<file path="src/drcs_map.svh">
// Constants for the result status block: bit positions, codes, limits.
// ----------------------------------------------------------------------
// Summary of operation
// - Precomp-disable bit stored, no effect, read at bit 2 in third mode.
// - Density select high after hardware reset, kept over software resets.
// - Result phase presents status bytes of just-completed command on reads.
// - Byte zero bits 7:6 give termination class 00/01/10/11.
// - Byte zero bit 5 set after seek, relative seek or recalibrate.
// - Byte zero bit 4 flags 80 steps without track zero or outward overstep.
// - Byte zero holds head in bit 2 and drive in bits 1:0.
// - Unused status bits always read zero.
// - Byte one bit 7 flags sector beyond track end or missing count.
// - Byte one bit 5 flags CRC error in ID or data field.
// - Byte one bit 4 flags late service, overrun or underrun.
// - Byte one bit 2 flags sector missed, bad ID read or wrong sequence.
// - Byte one bit 1 flags write protect during write or format.
// - Byte one bit 0 flags missing ID mark after two index pulses or data mark.
// - Byte two bit 6 flags unexpected deleted or normal data mark.
// - Byte two bit 5 flags CRC error in data field.
// - Byte two bit 4 flags ID track differing from internal track.
// - Byte two bit 1 flags differing ID track equal to ff.
// - Byte two bit 0 flags no data or deleted data mark.
// ----------------------------------------------------------------------
`ifndef DRCS_MAP_SVH
`define DRCS_MAP_SVH

// ----------------------------------------------------------------------
// Status byte field positions
// ----------------------------------------------------------------------
`define DRCS_S0_CLS_HI 7
`define DRCS_S0_CLS_LO 6
`define DRCS_S0_SEEK 5
`define DRCS_S0_FAULT 4
`define DRCS_S0_HEAD 2
`define DRCS_S0_DRV_HI 1
`define DRCS_S0_DRV_LO 0
`define DRCS_S1_END_CYL 7
`define DRCS_S1_CRC 5
`define DRCS_S1_LATE 4
`define DRCS_S1_MISS 2
`define DRCS_S1_WPROT 1
`define DRCS_S1_AMARK 0
`define DRCS_S2_CTRL 6
`define DRCS_S2_CRC 5
`define DRCS_S2_TRK 4
`define DRCS_S2_BAD 1
`define DRCS_S2_DMARK 0
`define DRCS_RATE_PREC 2
`define DRCS_CCR_PREC 2

// ----------------------------------------------------------------------
// Error flag vector indexes
// ----------------------------------------------------------------------
`define DRCS_F_END_CYL 0
`define DRCS_F_CRC_ANY 1
`define DRCS_F_OVERRUN 2
`define DRCS_F_SECT_MISS 3
`define DRCS_F_WR_BLOCK 4
`define DRCS_F_AM_MISS 5
`define DRCS_F_CTRL_MARK 6
`define DRCS_F_CRC_DATA 7
`define DRCS_F_TRK_MISM 8
`define DRCS_F_BAD_TRK 9
`define DRCS_F_DM_MISS 10
`define DRCS_NFLAGS 11

// ----------------------------------------------------------------------
// Codes, limits and reset values
// ----------------------------------------------------------------------
`define DRCS_END_NORM 2'h0
`define DRCS_END_ABN 2'h1
`define DRCS_END_BAD_CMD 2'h2
`define DRCS_END_POLL 2'h3
`define DRCS_RECAL_STEPS 7'h50
`define DRCS_INDEX_LIMIT 2'h2
`define DRCS_BAD_TRACK 8'hff
`define DRCS_LEN_FULL 2'h3
`define DRCS_LEN_ONE 2'h1
`define DRCS_BYTE0 2'h0
`define DRCS_BYTE1 2'h1
`define DRCS_BYTE2 2'h2
`define DRCS_DENS_RST 1'h1
`define DRCS_PREC_RST 1'h0

`endif

</file>
<file path="src/drcs_pkg.sv">
// Types shared by the result status block.
package drcs_pkg;
	typedef enum logic [3:0] {
		DRCS_CMD_READ,
		DRCS_CMD_READ_DEL,
		DRCS_CMD_WRITE,
		DRCS_CMD_WRITE_DEL,
		DRCS_CMD_FORMAT,
		DRCS_CMD_READ_ID,
		DRCS_CMD_READ_TRACK,
		DRCS_CMD_SEEK,
		DRCS_CMD_REL_SEEK,
		DRCS_CMD_RECAL,
		DRCS_CMD_SENSE_INT,
		DRCS_CMD_OTHER
	} drcs_cmd_t;

	typedef enum logic [1:0] {
		DRCS_IDLE,
		DRCS_EXEC,
		DRCS_RESULT
	} drcs_state_t;
endpackage

</file>
<file path="src/drcs_step_watch.sv">
// Recalibrate step watcher: counts step pulses, flags missing track zero.
`timescale 1ns/1ps
`default_nettype none
`include "drcs_map.svh"

module drcs_step_watch (
	input wire logic sys_clk_i,
	input wire logic reset_n_i,
	input wire logic clear_i,
	input wire logic active_i,
	input wire logic step_i,
	input wire logic track_zero_i,
	output logic fault_o
);
	logic [6:0] step_cnt_r;

	// Saturates so a long runaway recalibrate cannot wrap and hide the fault
	always_ff @(posedge sys_clk_i or negedge reset_n_i) begin
		if (!reset_n_i) begin
			step_cnt_r <= 7'h00;
		end else if (clear_i) begin
			step_cnt_r <= 7'h00;
		end else if (active_i && step_i && step_cnt_r != `DRCS_RECAL_STEPS) begin
			step_cnt_r <= step_cnt_r + 7'h01;
		end
	end

	always_ff @(posedge sys_clk_i or negedge reset_n_i) begin
		if (!reset_n_i) begin
			fault_o <= 1'b0;
		end else if (clear_i) begin
			fault_o <= 1'b0;
		end else if (active_i && step_cnt_r == `DRCS_RECAL_STEPS &&
				!track_zero_i) begin
			fault_o <= 1'b1;
		end
	end
endmodule
`default_nettype wire

</file>
<file path="src/drcs_result_status.sv">
// Result status assembly and result-phase read-out for the disk controller.
`timescale 1ns/1ps
`default_nettype none
`include "drcs_map.svh"

module drcs_result_status (
	input wire logic sys_clk_i,
	input wire logic reset_n_i,
	input wire logic soft_reset_i,
	input wire logic ccr_wr_i,
	input wire logic [7:0] ccr_wdata_i,
	input wire logic legacy_mode_i,
	input wire logic density_wr_i,
	input wire logic density_val_i,
	input wire logic cmd_start_i,
	input wire drcs_pkg::drcs_cmd_t cmd_kind_i,
	input wire logic head_i,
	input wire logic [1:0] drive_number_i,
	input wire logic cmd_end_i,
	input wire logic invalid_cmd_i,
	input wire logic poll_abort_i,
	input wire logic sector_beyond_i,
	input wire logic terminal_count_missing_i,
	input wire logic id_crc_err_i,
	input wire logic data_crc_err_i,
	input wire logic service_late_i,
	input wire logic sector_not_found_i,
	input wire logic id_unreadable_i,
	input wire logic sequence_wrong_i,
	input wire logic write_protect_i,
	input wire logic index_pulse_in_i,
	input wire logic id_mark_found_i,
	input wire logic data_mark_absent_i,
	input wire logic deleted_mark_seen_i,
	input wire logic normal_mark_seen_i,
	input wire logic id_track_valid_i,
	input wire logic [7:0] id_track_i,
	input wire logic [7:0] internal_track_i,
	input wire logic step_pulse_i,
	input wire logic track_zero_in_i,
	input wire logic outward_past_zero_i,
	input wire logic result_rd_i,
	output logic [7:0] result_data_o,
	output logic request_for_master_o,
	output logic transfer_direction_o,
	output logic precomp_disable_o,
	output logic [7:0] rate_status_o,
	output logic density_select_out_o
);
	import drcs_pkg::*;

	drcs_state_t state_r;
	drcs_cmd_t kind_r;
	logic head_r;
	logic [1:0] drive_r;
	logic [`DRCS_NFLAGS-1:0] err_r;
	logic [`DRCS_NFLAGS-1:0] err_set;
	logic [1:0] index_cnt_r;
	logic am_timeout;
	logic seek_pend_r;
	logic seek_fault_r;
	logic recal_fault;
	logic relseek_fault_r;
	logic [7:0] sb0_r;
	logic [7:0] sb1_r;
	logic [7:0] sb2_r;
	logic [7:0] sb0_nxt;
	logic [1:0] res_idx_r;
	logic [1:0] res_len_r;
	logic [1:0] res_len_nxt;
	logic executing;
	logic ending;
	logic is_seek_kind;

	// ------------------------------------------------------------------
	// Command decoding helpers
	// ------------------------------------------------------------------
	function automatic logic is_write_cmd(input drcs_cmd_t k);
		return k == DRCS_CMD_WRITE || k == DRCS_CMD_WRITE_DEL ||
			k == DRCS_CMD_FORMAT;
	endfunction

	function automatic logic is_data_cmd(input drcs_cmd_t k);
		return k == DRCS_CMD_READ || k == DRCS_CMD_READ_DEL ||
			k == DRCS_CMD_READ_ID || k == DRCS_CMD_READ_TRACK ||
			is_write_cmd(k);
	endfunction

	function automatic logic [7:0] pick_byte(input logic [1:0] idx,
			input logic [7:0] b0, input logic [7:0] b1,
			input logic [7:0] b2);
		unique case (idx)
			`DRCS_BYTE0: return b0;
			`DRCS_BYTE1: return b1;
			default: return b2;
		endcase
	endfunction

	assign executing = state_r == DRCS_EXEC;
	assign ending = executing && cmd_end_i;
	assign is_seek_kind = kind_r == DRCS_CMD_SEEK ||
		kind_r == DRCS_CMD_REL_SEEK || kind_r == DRCS_CMD_RECAL;

	// ------------------------------------------------------------------
	// Configuration bits that survive software reset
	// ------------------------------------------------------------------
	// Stored only; nothing in the controller acts on it
	always_ff @(posedge sys_clk_i or negedge reset_n_i) begin
		if (!reset_n_i) begin
			precomp_disable_o <= `DRCS_PREC_RST;
		end else if (ccr_wr_i) begin
			precomp_disable_o <= ccr_wdata_i[`DRCS_CCR_PREC];
		end
	end

	always_ff @(posedge sys_clk_i or negedge reset_n_i) begin
		if (!reset_n_i) begin
			rate_status_o <= 8'h00;
		end else begin
			rate_status_o <= 8'h00;
			if (legacy_mode_i) begin
				rate_status_o[`DRCS_RATE_PREC] <= precomp_disable_o;
			end
		end
	end

	// Software reset deliberately absent here
	always_ff @(posedge sys_clk_i or negedge reset_n_i) begin
		if (!reset_n_i) begin
			density_select_out_o <= `DRCS_DENS_RST;
		end else if (density_wr_i) begin
			density_select_out_o <= density_val_i;
		end
	end

	// ------------------------------------------------------------------
	// Command context
	// ------------------------------------------------------------------
	always_ff @(posedge sys_clk_i or negedge reset_n_i) begin
		if (!reset_n_i) begin
			kind_r <= DRCS_CMD_OTHER;
			head_r <= 1'b0;
			drive_r <= 2'h0;
		end else if (cmd_start_i && state_r == DRCS_IDLE) begin
			kind_r <= cmd_kind_i;
			head_r <= head_i;
			drive_r <= drive_number_i;
		end
	end

	// ------------------------------------------------------------------
	// Error event capture
	// ------------------------------------------------------------------
	assign am_timeout = executing && is_data_cmd(kind_r) &&
		index_pulse_in_i && index_cnt_r == `DRCS_INDEX_LIMIT - 2'h1;

	always_comb begin
		err_set = '0;
		if (executing) begin
			err_set[`DRCS_F_END_CYL] = sector_beyond_i ||
				terminal_count_missing_i;
			err_set[`DRCS_F_CRC_ANY] = id_crc_err_i || data_crc_err_i;
			err_set[`DRCS_F_OVERRUN] = service_late_i;
			err_set[`DRCS_F_SECT_MISS] = ((kind_r == DRCS_CMD_READ ||
				kind_r == DRCS_CMD_READ_DEL) && sector_not_found_i) ||
				(kind_r == DRCS_CMD_READ_ID && id_unreadable_i) ||
				(kind_r == DRCS_CMD_READ_TRACK && sequence_wrong_i);
			err_set[`DRCS_F_WR_BLOCK] = is_write_cmd(kind_r) &&
				write_protect_i;
			err_set[`DRCS_F_AM_MISS] = am_timeout ||
				data_mark_absent_i;
			err_set[`DRCS_F_CTRL_MARK] = (kind_r == DRCS_CMD_READ &&
				deleted_mark_seen_i) || (kind_r == DRCS_CMD_READ_DEL &&
				normal_mark_seen_i);
			err_set[`DRCS_F_CRC_DATA] = data_crc_err_i;
			err_set[`DRCS_F_TRK_MISM] = id_track_valid_i &&
				id_track_i != internal_track_i;
			err_set[`DRCS_F_BAD_TRK] = id_track_valid_i &&
				id_track_i != internal_track_i &&
				id_track_i == `DRCS_BAD_TRACK;
			err_set[`DRCS_F_DM_MISS] = data_mark_absent_i;
		end
	end

	// Flags clear at command start; events in that idle cycle are not captured
	always_ff @(posedge sys_clk_i or negedge reset_n_i) begin
		if (!reset_n_i) begin
			err_r <= '0;
		end else if (soft_reset_i) begin
			err_r <= '0;
		end else if (cmd_start_i && state_r == DRCS_IDLE) begin
			err_r <= err_set;
		end else begin
			err_r <= err_r | err_set;
		end
	end

	// Index pulses seen while hunting an ID mark
	always_ff @(posedge sys_clk_i or negedge reset_n_i) begin
		if (!reset_n_i) begin
			index_cnt_r <= 2'h0;
		end else if (soft_reset_i || !executing || id_mark_found_i) begin
			index_cnt_r <= 2'h0;
		end else if (index_pulse_in_i && index_cnt_r != `DRCS_INDEX_LIMIT) begin
			index_cnt_r <= index_cnt_r + 2'h1;
		end
	end

	// ------------------------------------------------------------------
	// Seek completion and equipment check
	// ------------------------------------------------------------------
	drcs_step_watch u_step_watch (
		.sys_clk_i(sys_clk_i),
		.reset_n_i(reset_n_i),
		.clear_i(soft_reset_i || (cmd_start_i && state_r == DRCS_IDLE)),
		.active_i(executing && kind_r == DRCS_CMD_RECAL),
		.step_i(step_pulse_i),
		.track_zero_i(track_zero_in_i),
		.fault_o(recal_fault)
	);

	always_ff @(posedge sys_clk_i or negedge reset_n_i) begin
		if (!reset_n_i) begin
			relseek_fault_r <= 1'b0;
		end else if (soft_reset_i || (cmd_start_i && state_r == DRCS_IDLE)) begin
			relseek_fault_r <= 1'b0;
		end else if (executing && kind_r == DRCS_CMD_REL_SEEK &&
				outward_past_zero_i) begin
			relseek_fault_r <= 1'b1;
		end
	end

	// Pending seek end waits for the sense-interrupt command to report it
	always_ff @(posedge sys_clk_i or negedge reset_n_i) begin
		if (!reset_n_i) begin
			seek_pend_r <= 1'b0;
			seek_fault_r <= 1'b0;
		end else if (soft_reset_i) begin
			seek_pend_r <= 1'b0;
			seek_fault_r <= 1'b0;
		end else if (ending && is_seek_kind) begin
			seek_pend_r <= 1'b1;
			seek_fault_r <= recal_fault || relseek_fault_r ||
				(kind_r == DRCS_CMD_REL_SEEK && outward_past_zero_i);
		end else if (ending && kind_r == DRCS_CMD_SENSE_INT) begin
			seek_pend_r <= 1'b0;
			seek_fault_r <= 1'b0;
		end
	end

	// ------------------------------------------------------------------
	// Status byte zero assembly
	// ------------------------------------------------------------------
	always_comb begin
		logic abnormal;
		abnormal = |(err_r | err_set);
		sb0_nxt = 8'h00;
		sb0_nxt[`DRCS_S0_HEAD] = head_r;
		sb0_nxt[`DRCS_S0_DRV_HI:`DRCS_S0_DRV_LO] = drive_r;
		res_len_nxt = `DRCS_LEN_FULL;
		if (invalid_cmd_i) begin
			sb0_nxt[`DRCS_S0_CLS_HI:`DRCS_S0_CLS_LO] = `DRCS_END_BAD_CMD;
			res_len_nxt = `DRCS_LEN_ONE;
		end else if (poll_abort_i) begin
			sb0_nxt[`DRCS_S0_CLS_HI:`DRCS_S0_CLS_LO] = `DRCS_END_POLL;
		end else if (kind_r == DRCS_CMD_SENSE_INT) begin
			sb0_nxt[`DRCS_S0_SEEK] = seek_pend_r;
			sb0_nxt[`DRCS_S0_FAULT] = seek_fault_r;
			sb0_nxt[`DRCS_S0_CLS_HI:`DRCS_S0_CLS_LO] = seek_fault_r ?
				`DRCS_END_ABN : `DRCS_END_NORM;
			res_len_nxt = `DRCS_LEN_ONE;
		end else begin
			sb0_nxt[`DRCS_S0_CLS_HI:`DRCS_S0_CLS_LO] = abnormal ?
				`DRCS_END_ABN : `DRCS_END_NORM;
		end
	end

	// ------------------------------------------------------------------
	// Latched result bytes
	// ------------------------------------------------------------------
	// Taken once at termination so mid-read events cannot tear a byte
	always_ff @(posedge sys_clk_i or negedge reset_n_i) begin
		if (!reset_n_i) begin
			sb0_r <= 8'h00;
			sb1_r <= 8'h00;
			sb2_r <= 8'h00;
			res_len_r <= `DRCS_LEN_ONE;
		end else if (ending && !is_seek_kind) begin
			sb0_r <= sb0_nxt;
			sb1_r <= {(err_r[`DRCS_F_END_CYL] | err_set[`DRCS_F_END_CYL]),
				1'b0,
				(err_r[`DRCS_F_CRC_ANY] | err_set[`DRCS_F_CRC_ANY]),
				(err_r[`DRCS_F_OVERRUN] | err_set[`DRCS_F_OVERRUN]),
				1'b0,
				(err_r[`DRCS_F_SECT_MISS] | err_set[`DRCS_F_SECT_MISS]),
				(err_r[`DRCS_F_WR_BLOCK] | err_set[`DRCS_F_WR_BLOCK]),
				(err_r[`DRCS_F_AM_MISS] | err_set[`DRCS_F_AM_MISS])};
			sb2_r <= {1'b0,
				(err_r[`DRCS_F_CTRL_MARK] | err_set[`DRCS_F_CTRL_MARK]),
				(err_r[`DRCS_F_CRC_DATA] | err_set[`DRCS_F_CRC_DATA]),
				(err_r[`DRCS_F_TRK_MISM] | err_set[`DRCS_F_TRK_MISM]),
				2'b00,
				(err_r[`DRCS_F_BAD_TRK] | err_set[`DRCS_F_BAD_TRK]),
				(err_r[`DRCS_F_DM_MISS] | err_set[`DRCS_F_DM_MISS])};
			res_len_r <= res_len_nxt;
		end
	end

	// ------------------------------------------------------------------
	// Phase control and data port read-out
	// ------------------------------------------------------------------
	always_ff @(posedge sys_clk_i or negedge reset_n_i) begin
		if (!reset_n_i) begin
			state_r <= DRCS_IDLE;
		end else if (soft_reset_i) begin
			state_r <= DRCS_IDLE;
		end else begin
			unique case (state_r)
				DRCS_IDLE: begin
					if (cmd_start_i) begin
						state_r <= DRCS_EXEC;
					end
				end
				DRCS_EXEC: begin
					if (cmd_end_i) begin
						state_r <= is_seek_kind ? DRCS_IDLE : DRCS_RESULT;
					end
				end
				DRCS_RESULT: begin
					if (result_rd_i && res_idx_r == res_len_r - 2'h1) begin
						state_r <= DRCS_IDLE;
					end
				end
			endcase
		end
	end

	// Reads outside the result phase are ignored by this block
	always_ff @(posedge sys_clk_i or negedge reset_n_i) begin
		if (!reset_n_i) begin
			res_idx_r <= `DRCS_BYTE0;
			result_data_o <= 8'h00;
		end else if (soft_reset_i) begin
			res_idx_r <= `DRCS_BYTE0;
			result_data_o <= 8'h00;
		end else if (ending && !is_seek_kind) begin
			res_idx_r <= `DRCS_BYTE0;
			result_data_o <= sb0_nxt;
		end else if (state_r == DRCS_RESULT && result_rd_i &&
				res_idx_r != res_len_r - 2'h1) begin
			// Final read leaves the last byte standing on the port
			res_idx_r <= res_idx_r + 2'h1;
			result_data_o <= pick_byte(res_idx_r + 2'h1, sb0_r, sb1_r,
				sb2_r);
		end
	end

	always_ff @(posedge sys_clk_i or negedge reset_n_i) begin
		if (!reset_n_i) begin
			request_for_master_o <= 1'b0;
			transfer_direction_o <= 1'b0;
		end else if (soft_reset_i) begin
			request_for_master_o <= 1'b0;
			transfer_direction_o <= 1'b0;
		end else if (ending && !is_seek_kind) begin
			request_for_master_o <= 1'b1;
			transfer_direction_o <= 1'b1;
		end else if (state_r == DRCS_RESULT && result_rd_i &&
				res_idx_r == res_len_r - 2'h1) begin
			request_for_master_o <= 1'b0;
			transfer_direction_o <= 1'b0;
		end
	end
endmodule
`default_nettype wire

</file>
<file path="config.mk">
export PLATFORM = sky130hd
export DESIGN_NAME = drcs_result_status
export DESIGN_NICKNAME = d
export VERILOG_FILES = /design/src/drcs_pkg.sv /design/src/drcs_step_watch.sv /design/src/drcs_result_status.sv
export VERILOG_INCLUDE_DIRS = /design/src
export SDC_FILE = /design/constraint.sdc
export NUM_CORES = 1
export LEC_CHECK = 0
export ABC_AREA = 1
export BUFFER_PORTS_ARGS = -buffer_cell sky130_fd_sc_hd__clkbuf_2
export CORE_MARGIN = 2
export CORE_UTILIZATION = 49
export CTS_BUF_LIST = sky130_fd_sc_hd__clkbuf_16
export CTS_CLUSTER_DIAMETER = 200
export DETAILED_ROUTE_END_ITERATION = 7
export GPL_TIMING_DRIVEN = 0
export PLACE_DENSITY = 0.78
export SYNTH_ARGS = -nofsm -noshare
export SYNTH_HDL_FRONTEND = slang
export SYNTH_HIERARCHICAL = 1
export SYNTH_SLANG_ARGS = --single-unit
</file>
<file path="constraint.sdc">
create_clock -name sys_clk_i -period 2 [get_ports sys_clk_i]
set_clock_uncertainty 0.15 [all_clocks]
set_input_delay 0.2 -clock sys_clk_i [delete_from_list [all_inputs] [get_ports sys_clk_i]]
set_output_delay 0.2 -clock sys_clk_i [all_outputs]
set_load 0.1 [all_outputs]
</file>
Yosys cells after proc, flatten, opt, wreduce, memory -nomap -nowiden. Index checks and enable logic that the tools add are counted.

Register bits after elaboration: 67. Logic and storage cells: 168.

$add $sub $neg: 4. Equality and inequality tests: 24. Muxes and demuxes: 44. Bitwise operators: 12. Reductions and logical operators: 63.

Operators with widths (count): $mux W2 (18); $mux W11 (3); $logic_and A1 B1 Y1 (29); $mux W8 (3); $logic_or A1 B1 Y1 (19); $eq A4 B3 Y1 const B (4); $mux W1 (16); $pmux W8 S2 (1); $mux W7 (2); $eq A4 B4 Y1 const B (3); $or A1 B1 Y1 (11); $or A11 B11 Y11 (1); $reduce_or A11 Y1 (1); $ne A3 B3 Y1 const B (3); $reduce_bool A3 Y1 (3); $eq A4 B2 Y1 const B (2); $eq A8 B8 Y1 const B (1); $ne A8 B8 Y1 (1); $reduce_bool A2 Y1 (4); $add A7 B1 Y7 const B (1); $eq A7 B7 Y1 const B (1); $ne A7 B7 Y1 const B (1); $eq A2 B1 Y1 const B (3); $pmux W2 S3 (1); other kinds (11) (15).

Longest topological paths before layout. Gate-level depths: netlist of run 1.

Depth after elaboration: 18. Mapped depth: 17. Mapped depth without buffers: 16.

By module. The synthesis of run 1 kept the hierarchy.

By module, submodules not included: drcs_result_status (times used 1, cells each 383, area each 3031.7 um^2, seq. area each 1431.4 um^2); drcs_step_watch (times used 1, cells each 71, area each 516.7 um^2, seq. area each 200.2 um^2).

Least setup slack after synthesis of run 1. No wires, ideal clock.

Path type: reg2reg. From: reg state_r[1]. To: reg u_step_watch.step_cnt_r[6]. Arrival: 1699 ps. Data required time: 1732 ps. Slack: 32 ps. Cell stages (with the launch flop): 12. Buffers on the path: 2. Period minus slack after synthesis: 1968 ps. Path through: dfrtp_1 -> inv_1 -> ha_1 -> buf_4 -> buf_4 -> inv_1 -> nor4_1 -> nand2_1 -> nor2_4 -> nor2_4 -> nand2_1 -> nand2_1.

Longest elaborated chain between the ends: 5. Elaborated cells between the ends (all ways): 9.

Ends and longest elaborated chain: start: declaration (RTL line drcs_result_status.sv:52) `drcs_state_t state_r;`; start signal: assignment (RTL line drcs_result_status.sv:326) `state_r <= is_seek_kind ? DRCS_IDLE : DRCS_RESULT;`; $eq A2 B1 Y1 (RTL line drcs_result_status.sv:99) `assign executing = state_r == DRCS_EXEC;`; $logic_and A1 B1 Y1 (RTL line drcs_result_status.sv:216) `.active_i(executing && kind_r == DRCS_CMD_RECAL),`; $logic_and A1 B1 Y1 (RTL line drcs_step_watch.sv:23) `` end else if (active_i && step_i && step_cnt_r != `DRCS_RECAL_STEPS) begin ``; $logic_and A1 B1 Y1 (no source line); $reduce_bool A2 Y1 (no source line); end signal: assignment (RTL line drcs_step_watch.sv:24) `step_cnt_r <= step_cnt_r + 7'h01;`; end: declaration (RTL line drcs_step_watch.sv:15) `logic [6:0] step_cnt_r;`.

Parallel ways exist; a longest one is shown, timed or not. A chain may end at the register's enable or synchronous reset.

Worst setup path in the final report of run 1.
From: reg kind_r[0]. To: reg result_data_o[6].

Longest elaborated chain between the ends: 18. Elaborated cells between the ends (all ways): 44.

Ends and longest elaborated chain: start: declaration (RTL line drcs_result_status.sv:53) `drcs_cmd_t kind_r;`; start signal: assignment (RTL line drcs_result_status.sv:145) `kind_r <= cmd_kind_i;`; $eq A4 B1 Y1 / $logic_not A4 Y1 (equally long branches); $logic_or A1 B1 Y1 (RTL line drcs_result_status.sv:84, drcs_result_status.sv:164); $logic_or A1 B1 Y1 (RTL line drcs_result_status.sv:84) `return k == DRCS_CMD_READ || k == DRCS_CMD_READ_DEL ||`; $logic_or A1 B1 Y1 (2 in series) (RTL line drcs_result_status.sv:85) `k == DRCS_CMD_READ_ID || k == DRCS_CMD_READ_TRACK ||`; $logic_and A1 B1 Y1 (3 in series) (RTL line drcs_result_status.sv:154) `assign am_timeout = executing && is_data_cmd(kind_r) &&`; $logic_or A1 B1 Y1 (RTL line drcs_result_status.sv:170) `` err_set[`DRCS_F_AM_MISS] = am_timeout || ``; $mux W11 (RTL line drcs_result_status.sv:159) `if (executing) begin`; $or A11 B11 Y11 (RTL line drcs_result_status.sv:256) `abnormal = |(err_r | err_set);`; $reduce_or A11 Y1 (RTL line drcs_result_status.sv:256); $mux W1 (no source line); $mux W1 (RTL line drcs_result_status.sv:266) `end else if (kind_r == DRCS_CMD_SENSE_INT) begin`; $mux W2 (RTL line drcs_result_status.sv:264) `end else if (poll_abort_i) begin`; $mux W2 (RTL line drcs_result_status.sv:261) `if (invalid_cmd_i) begin`; $mux W8 (RTL line drcs_result_status.sv:346) `end else if (ending && !is_seek_kind) begin`; $mux W8 (RTL line drcs_result_status.sv:343) `end else if (soft_reset_i) begin`; end signal: assignment (RTL line drcs_result_status.sv:348) `result_data_o <= sb0_nxt;`; end signal: assignment (RTL line drcs_result_status.sv:353) `result_data_o <= pick_byte(res_idx_r + 2'h1, sb0_r, sb1_r,`; end: declaration (RTL line drcs_result_status.sv:43) `output logic [7:0] result_data_o,`.

Parallel ways exist; a longest one is shown, timed or not.

==> results of run 1 <==
## cell type report
class                   instances  area [um2]
clock buffers                   9       225.2
repair buffers                103       669.4
flip-flops and latches         65        1632
well taps                      99       123.9
plain buffers                  17       130.1
clock inverters                 7       95.09
multi-input cells             323        1730
inverters                      54       215.2
fillers                       609        2316
## cell usage after synthesis (2+ instances only)
cell type,instances,share of area
a31oi_1,2,0.0035
o21ai_0,28,0.039
a22o_1,3,0.0074
nand3_1,19,0.027
ha_1,9,0.032
nor2_2,2,0.0035
nand4_1,6,0.011
nor3_1,3,0.0042
nor4_1,2,0.0035
xor2_1,2,0.0049
a21oi_1,24,0.034
mux2_2,2,0.0063
a211oi_1,3,0.0063
inv_1,52,0.055
xnor2_1,8,0.020
nand2_1,149,0.16
clkbuf_1,5,0.0053
nor2_1,34,0.036
nor2_4,4,0.013
buf_4,11,0.023
dfstp_2,4,0.030
dfrtp_1,61,0.43
buf_2,2,0.0028
nand3b_1,3,0.0063
## registers in the layout, indices dropped and copies added, names as in the netlist, 2 cells and up
name	cells
drive_r	2
err_r	11
index_cnt_r	2
kind_r	4
res_idx_r	2
result_data_o	7
sb0_r	7
sb1_r	6
sb2_r	5
state_r	2
u_step_watch/step_cnt_r	7
## power groups by stage
stage | clock [W] | combinational, W | sequential, W
2_1_floorplan | 0 | 0.00122 | 0.00224
6_report | 0.00167 | 0.00267 | 0.00190
3_3_place_gp | 0 | 0.00201 | 0.00188
5_1_grt | 0.00174 | 0.00291 | 0.00193
4_1_cts | 0.00168 | 0.00244 | 0.00188
3_5_place_dp | 0 | 0.00206 | 0.00190
## worst paths after layout
path | end | slack [ns] | startpoint | depth (start not counted)
max | result_data_o[6] | -0.19 | kind_r[0] | 15
min | err_r[1] | 0.01 | id_crc_err_i | 3
max reg2reg | result_data_o[6] | -0.19 | kind_r[0] | 15
min reg2reg | result_data_o[6] | 0.33 | result_data_o[6] | 2
max in group asynchronous | u_step_watch/step_cnt_r[2] | 0.71 | reset_n_i | 2
min in group asynchronous | result_data_o[1] | 0.41 | reset_n_i | 2
## through the flow
stage | instances | TNS, ns
global route | 677 | -1.681
detailed placement | 625 | -2.586
floorplan | 461 | 0
CTS | 671 | -0.006550
finish | 677 | -0.3966
global placement | 625 | -1.986
## critical path, stage by stage (launching register included)
cell and delay, ns:
dfstp_2 0.58, inv_1 0.10, nand3_1 0.08, nand2_1 0.06, nand2_1 0.05, nand2_1 0.07
a21oi_1 0.27, nand3_1 0.16, nor2_1 0.14, nand2_1 0.06, nand2_1 0.08, nand2_1 0.08
nand2_2 0.07, nand2_1 0.05, nand2_1 0.06, nand2_1 0.04
## cells by family after synthesis
family | after synthesis | synth area share
AOI/OAI and AO/OA | 69 | 0.1111
xor gates and xnor gates | 10 | 0.02468
adders and majority gates | 9 | 0.03174
buffers and inverters | 73 | 0.09239
DFF | 65 | 0.4598
muxes | 2 | 0.006347
other | 1 | 0.001057
and+or+nand+nor | 225 | 0.2729
## placed cells by master (no fill, tap or decap), drive strengths merged, types with 8 or more instances in the layout
cell,n
clkbuf,77
inv,53
nor2,41
nand2,150
a21oi,24
ha,9
dfrtp,61
xnor2,8
buf,36
o21ai,29
nand3,19
conb,8
dlygate4sd3,16
## per-layer routing
layer / track usage / wire [um] / vias to the layer above
met5: 0 / 0 / -
met4: 0.1235 / 199 / 0
met3: 0.05078 / 500 / 21
met2: 0.3980 / 4486 / 142
met1: 0.2893 / 3841 / 1556
li1: - / - / 1678
## timing repair
item | in CTS | in global routing
gates cloned | 1 | 0
hold buffers | 16 | 0
endpoints found under the setup margin | 14 | 19
setup buffers | 13 | 8
gates resized for setup | 24 | 19
pin swaps | 18 | 6
hold endpoints to repair | 74 | 0
==> impl_metrics.py, run 1 <==
metrics = {
    "outcome": {
        "outcome": "finished with violations",
        "violations": "negative setup slack",
    },
    "timing": {
        "holdWs_ns": 0.01374,
        "worst_slack_ns": -0.1938,
        "final-setup-viol-count": 7,
        "min_period_ns": 2.194,
        "post-route-period-util": 1.097,
        "max_slew_margin": 0.4097,
        "final-hold-violation-count": 0,
        "worstMarginPinSlew_ns": 0.8854,
        "rsz0062_at_grt": "yes",
        "maxSlewViolCount": 0,
        "max_freq_mhz": 455.8,
    },
    "route": {
        "viasPerCell": 5.018,
        "drcViolationCount": 0,
        "dr_total_vias": 3397,
        "wl_per_cell_um": 13.34,
        "dr.pass1.iters": 5,
        "wl_mm": 9.028,
        "drt_iter0_drc": 244,
        "ant_nets": 0,
    },
    "worst_setup_path": {
        "cp-start-kind": "flop",
        "critPathCaptureType": "flop",
        "cp_max_fo": 6,
        "criticalPathCategory": "flop to flop",
        "crit_required_ns": 2.08,
        "arrival_ns": 2.27,
    },
    "yosys": {
        "yosysWarnings": 6,
        "netlist-cell-type-count": 40,
        "synth_async_sr_flop_share": 1.000,
        "netlist_area_um2": 3548,
        "syn_area_per_cell_um2": 7.816,
        "syn_inst": 454,
        "synth_top_flop_cell": "dfrtp_1",
        "synth_edf_count": 0,
        "ys_seq_area_frac": 0.4598,
        "synth_seq_cells": 65,
    },
    "place": {
        "dp.final_hpwl_mm": 6.067,
        "dp_slack_ns": -0.3100,
        "globalplace.congestion": 0.8664,
        "io_buffers": 65,
        "placed_cell_area_um2": 4026,
    },
    "power_and_ir_drop": {
        "power_w": 0.006237,
        "seqPwrFrac": 0.304,
        "p_int_w": 0.003686,
        "p_sw_w": 0.002551,
        "vdd_ir_drop_max_v": 0.0006953,
        "p_leak_nw": 2.510,
        "powerDensity_nw_per_um2": 1294,
        "netSwitchingFraction": 0.4090,
        "pwr-share-clk": 0.268,
        "pwr-share-comb": 0.428,
    },
    "die": {
        "die_area_um2": 7938,
        "fp.dieW_um": 89.10,
        "die_h_um": 89.10,
        "io_pins": 81,
        "core_area_um2": 7137,
        "rows": 31,
        "initial_core_util": 0.4972,
    },
    "cts": {
        "cts_tree": "built",
        "clock_path_buffers": 2,
        "clk_latency_ns": 0.33,
        "htreeDepth": 3,
        "clock_sinks": 65,
        "clk_pin_slew_ns": 0.06,
        "cts_made_buffers": 9,
        "cts_root_buffer": "clkbuf_16",
    },
    "global_route": {
        "grtUsageTotal": 0.2381,
        "overflow": 0,
        "first_global_vias": 3322,
        "grt_max_degree": 66,
        "grt_antenna_before_repair": 0,
        "grt_pass1_wl_mm": 14.60,
    },
    "min_path": {
        "hp-class": "input port to flop",
    },
    "final_layout": {
        "antenna_cells": 0,
        "post-route-util": 0.6755,
        "drive_gt1_frac": 0.2664,
        "finalInstanceArea_um2": 4821,
        "area_delta_synth_final_pct": 35.86,
        "finalNetCount": 643,
    },
    "run": {
        "drv_cap": 0,
    },
}
Note: power is estimated with default switching activity, not from simulation.
==> run 2: changes to the inputs <==
ABC_AREA = 0   (was 1)
CELL_PAD_IN_SITES_DETAIL_PLACEMENT = 2   (was unset)
CELL_PAD_IN_SITES_GLOBAL_PLACEMENT = 2   (was unset)
CORE_UTILIZATION = 29   (was 49)
==> run 2 against run 1 <==
The run still ends with negative setup slack left. Wire length grew 40%. Highest routed layer unchanged. Fmax grew 3.0%. Synthesized cell count shrank 21%. Setup slack gained 0.064 ns. Largest power group unchanged. Hold slack gained 0.015 ns. Die area grew 57%.
==> impl_metrics.py, run 2 <==
metrics = {
    "outcome": {
        "outcome": "finished with violations",
        "violations": "negative setup slack",
    },
    "final_layout": {
        "drive_gt1_frac": 0.3602,
        "final_cell_mix": "clkbuf_2 (64), dfrtp_1 (60), nand2_1 (45)",
        "final-instance-count-excl-fill": 615,
        "fill_cells": 1213,
        "finalNetCount": 537,
        "layout_commonest_cell": "clkbuf_2",
        "antenna_cells": 0,
        "area_delta_synth_final_pct": 40.97,
        "finalInstanceArea_um2": 4748,
        "largest-register": "err_r",
        "largest_reg_flops": 11,
    },
    "timing": {
        "post-route-period-util": 1.065,
        "worstMarginPinSlew_ns": 0.6965,
        "worst_slack_ns": -0.1302,
        "holdWs_ns": 0.02843,
        "rsz0062_at_grt": "yes",
        "min_period_ns": 2.130,
        "final-hold-violation-count": 0,
        "max_freq_mhz": 469.4,
        "final-setup-viol-count": 7,
        "maxSlewViolCount": 0,
        "max_slew_margin": 0.5357,
    },
    "yosys": {
        "synth_top_area_share": 0.4532,
        "synthTopCellsByArea": "dfrtp_1 (45%), nand2_1 (5.6%), mux2_2 (4.3%), a21oi_1 (4.3%), o21ai_0 (3.9%)",
        "synthTopCellsByCount": "dfrtp_1 (61), nand2_1 (50), nor2_1 (31)",
        "netlist_area_um2": 3368,
        "synth_async_sr_flop_share": 1.000,
        "yosysTopAreaCell": "dfrtp_1",
        "netlist-cell-type-count": 52,
        "synth_top_flop_cell": "dfrtp_1",
        "synth_seq_cells": 65,
        "yosysWarnings": 6,
        "syn_area_per_cell_um2": 9.382,
        "syn_inst": 359,
        "synth_edf_count": 0,
        "yosysMostFrequentCell": "dfrtp_1",
        "ys_seq_area_frac": 0.4844,
    },
    "cts": {
        "clock_sinks": 65,
        "clk_pin_slew_ns": 0.06,
        "cts_made_buffers": 9,
        "clock_path_buffers": 2,
        "cts_tree": "built",
        "cts_root_buffer": "clkbuf_16",
        "htreeDepth": 3,
        "clk_latency_ns": 0.33,
    },
    "route": {
        "dr.pass1.iters": 4,
        "drcViolationCount": 0,
        "drt_iter0_drc": 96,
        "wl_mm": 12.63,
        "ant_nets": 0,
        "wl_per_cell_um": 20.54,
        "viasPerCell": 5.237,
        "dr_total_vias": 3221,
    },
    "place": {
        "io_buffers": 64,
        "dp_slack_ns": -0.4305,
        "dp.final_hpwl_mm": 7.713,
        "dp.cells": 574,
        "globalplace.congestion": 0.7737,
        "placed_cell_area_um2": 3933,
    },
    "global_route": {
        "overflow": 0,
        "grt_max_degree": 48,
        "grt_pass1_wl_mm": 19.78,
        "grt_antenna_before_repair": 0,
        "grtUsageTotal": 0.2015,
        "first_global_vias": 3728,
    },
    "worst_setup_path": {
        "crit_buf_inv": 1,
        "crit_family": "simple AND/OR/NAND/NOR gates",
        "path_cells": "inv_2, ha_4, nor2b_2, nand4_1, nand2_1, nor4_4, nand3_2, a22o_1",
        "criticalPathCategory": "flop to flop",
        "cp-start-kind": "flop",
        "r2r_cells": 8,
        "cp_max_fo": 7,
        "rrSetupSlack_ns": -0.13,
        "r2r_start": "state_r[1]",
        "arrival_ns": 2.20,
        "slowest_stage": "dfrtp_1",
        "crit_required_ns": 2.07,
        "cp.depth": 8,
        "critical_path.max_stage_delay_ns": 0.39,
        "critPathCaptureType": "flop",
        "worst_r2r_endpoint": "sb0_r[6]",
    },
    "min_path": {
        "hp-class": "input port to flop",
        "holdPathEnd": "index_cnt_r[1]",
        "holdCritStartpoint": "id_mark_found_i",
        "worstHoldPathCells": 3,
    },
    "power_and_ir_drop": {
        "vdd_ir_drop_max_v": 0.0004992,
        "p_leak_nw": 2.152,
        "powerDensity_nw_per_um2": 1313,
    },
    "die": {
        "die_area_um2": 12490,
        "fp.dieW_um": 111.8,
        "io_pins": 81,
        "core_area_um2": 11370,
        "rows": 39,
        "die_h_um": 111.8,
        "initial_core_util": 0.2962,
    },
    "run": {
        "drv_cap": 0,
    },
}
## run 2: cell count changes in the layout (fill, tap and decap cells not counted), sizes merged, moves of 6 or more
cell / change
a21oi: +6
a22oi: +7
buf: -6
inv: -37
mux2: +11
nand2: -99
nand3: -12
nor2: -10
xnor2: -6
xor2: +6
## run 2: metal layers
metal	part of all wire	up-vias	global-route usage
met2	0.52	100	0.3745
met4	0.021	0	0.06996
li1	-	1451	-
met3	0.036	26	0.02450
met1	0.42	1644	0.2386
met5	0	-	0
## run 2: power by group
| part | switching (W) | internal [W] |
|---|---|---|
| combinational | 0.00161 | 0.000948 |
| clock | 0.000657 | 0.00110 |
| sequential | 0.000273 | 0.00165 |
## run 2: kinds of logic after synthesis
family / count (synthesis) / share of synthesized area
and+or+nand+nor: 136 / 0.1980
other: 1 / 0.001113
muxes: 15 / 0.04941
buffers and inverters: 37 / 0.05349
xor gates and xnor gates: 10 / 0.02600
AOI/OAI and AO/OA: 86 / 0.1542
adders and majority gates: 9 / 0.03343
DFF: 65 / 0.4844
## run 2: stage by stage
step	util	TNS [ns]	total power (W)
3_3_place_gp	0.3432	-6.048	0.003710
4_1_cts	0.4041	-0.3414	0.005995
5_1_grt	0.4176	-1.187	0.006525
2_1_floorplan	-	0	0.003245
3_5_place_dp	0.3459	-8.753	0.003831
6_report	0.4176	-0.4650	0.006236
## run 2: timing repair
| action | CTS | global route |
|---|---|---|
| pin swaps | 13 | 13 |
| setup buffers | 10 | 4 |
| resized for setup | 35 | 33 |
| endpoints found under the hold margin | 68 | 0 |
| endpoints found under the setup margin | 48 | 34 |
| hold buffers | 13 | 0 |
## run 2: area by class of cell
type	instances	area, um2	share of cell area
clock inverter	7	100.1	0.02108
tap	143	178.9	0.03768
multi-input combinational	264	1787	0.3763
clock buffer	9	225.2	0.04743
timing repair buffer	92	585.6	0.1233
sequential	65	1633	0.3439
inverter	14	55.05	0.01159
buffer	21	183.9	0.03874
## run 2: worst reg2reg max path, cell delays in order, from the launching register on
cell and delay (ns):
dfrtp_1 0.39, inv_2 0.07, ha_4 0.20, nor2b_2 0.23
nand4_1 0.15, nand2_1 0.14, nor4_4 0.33, nand3_2 0.15
a22o_1 0.20
## run 2: how the worst max path moves through the flow
stage | startpoint | end | slack (ns)
6_report | state_r[1] | sb0_r[6] | -0.13
5_1_grt | kind_r[1] | result_data_o[4] | -0.19
4_1_cts | kind_r[0] | sb0_r[6] | -0.14
3_5_place_dp | kind_r[1] | sb1_r[1] | -0.43
3_3_place_gp | kind_r[1] | sb1_r[1] | -0.34
2_1_floorplan | kind_r[1] | result_data_o[4] | 0.006
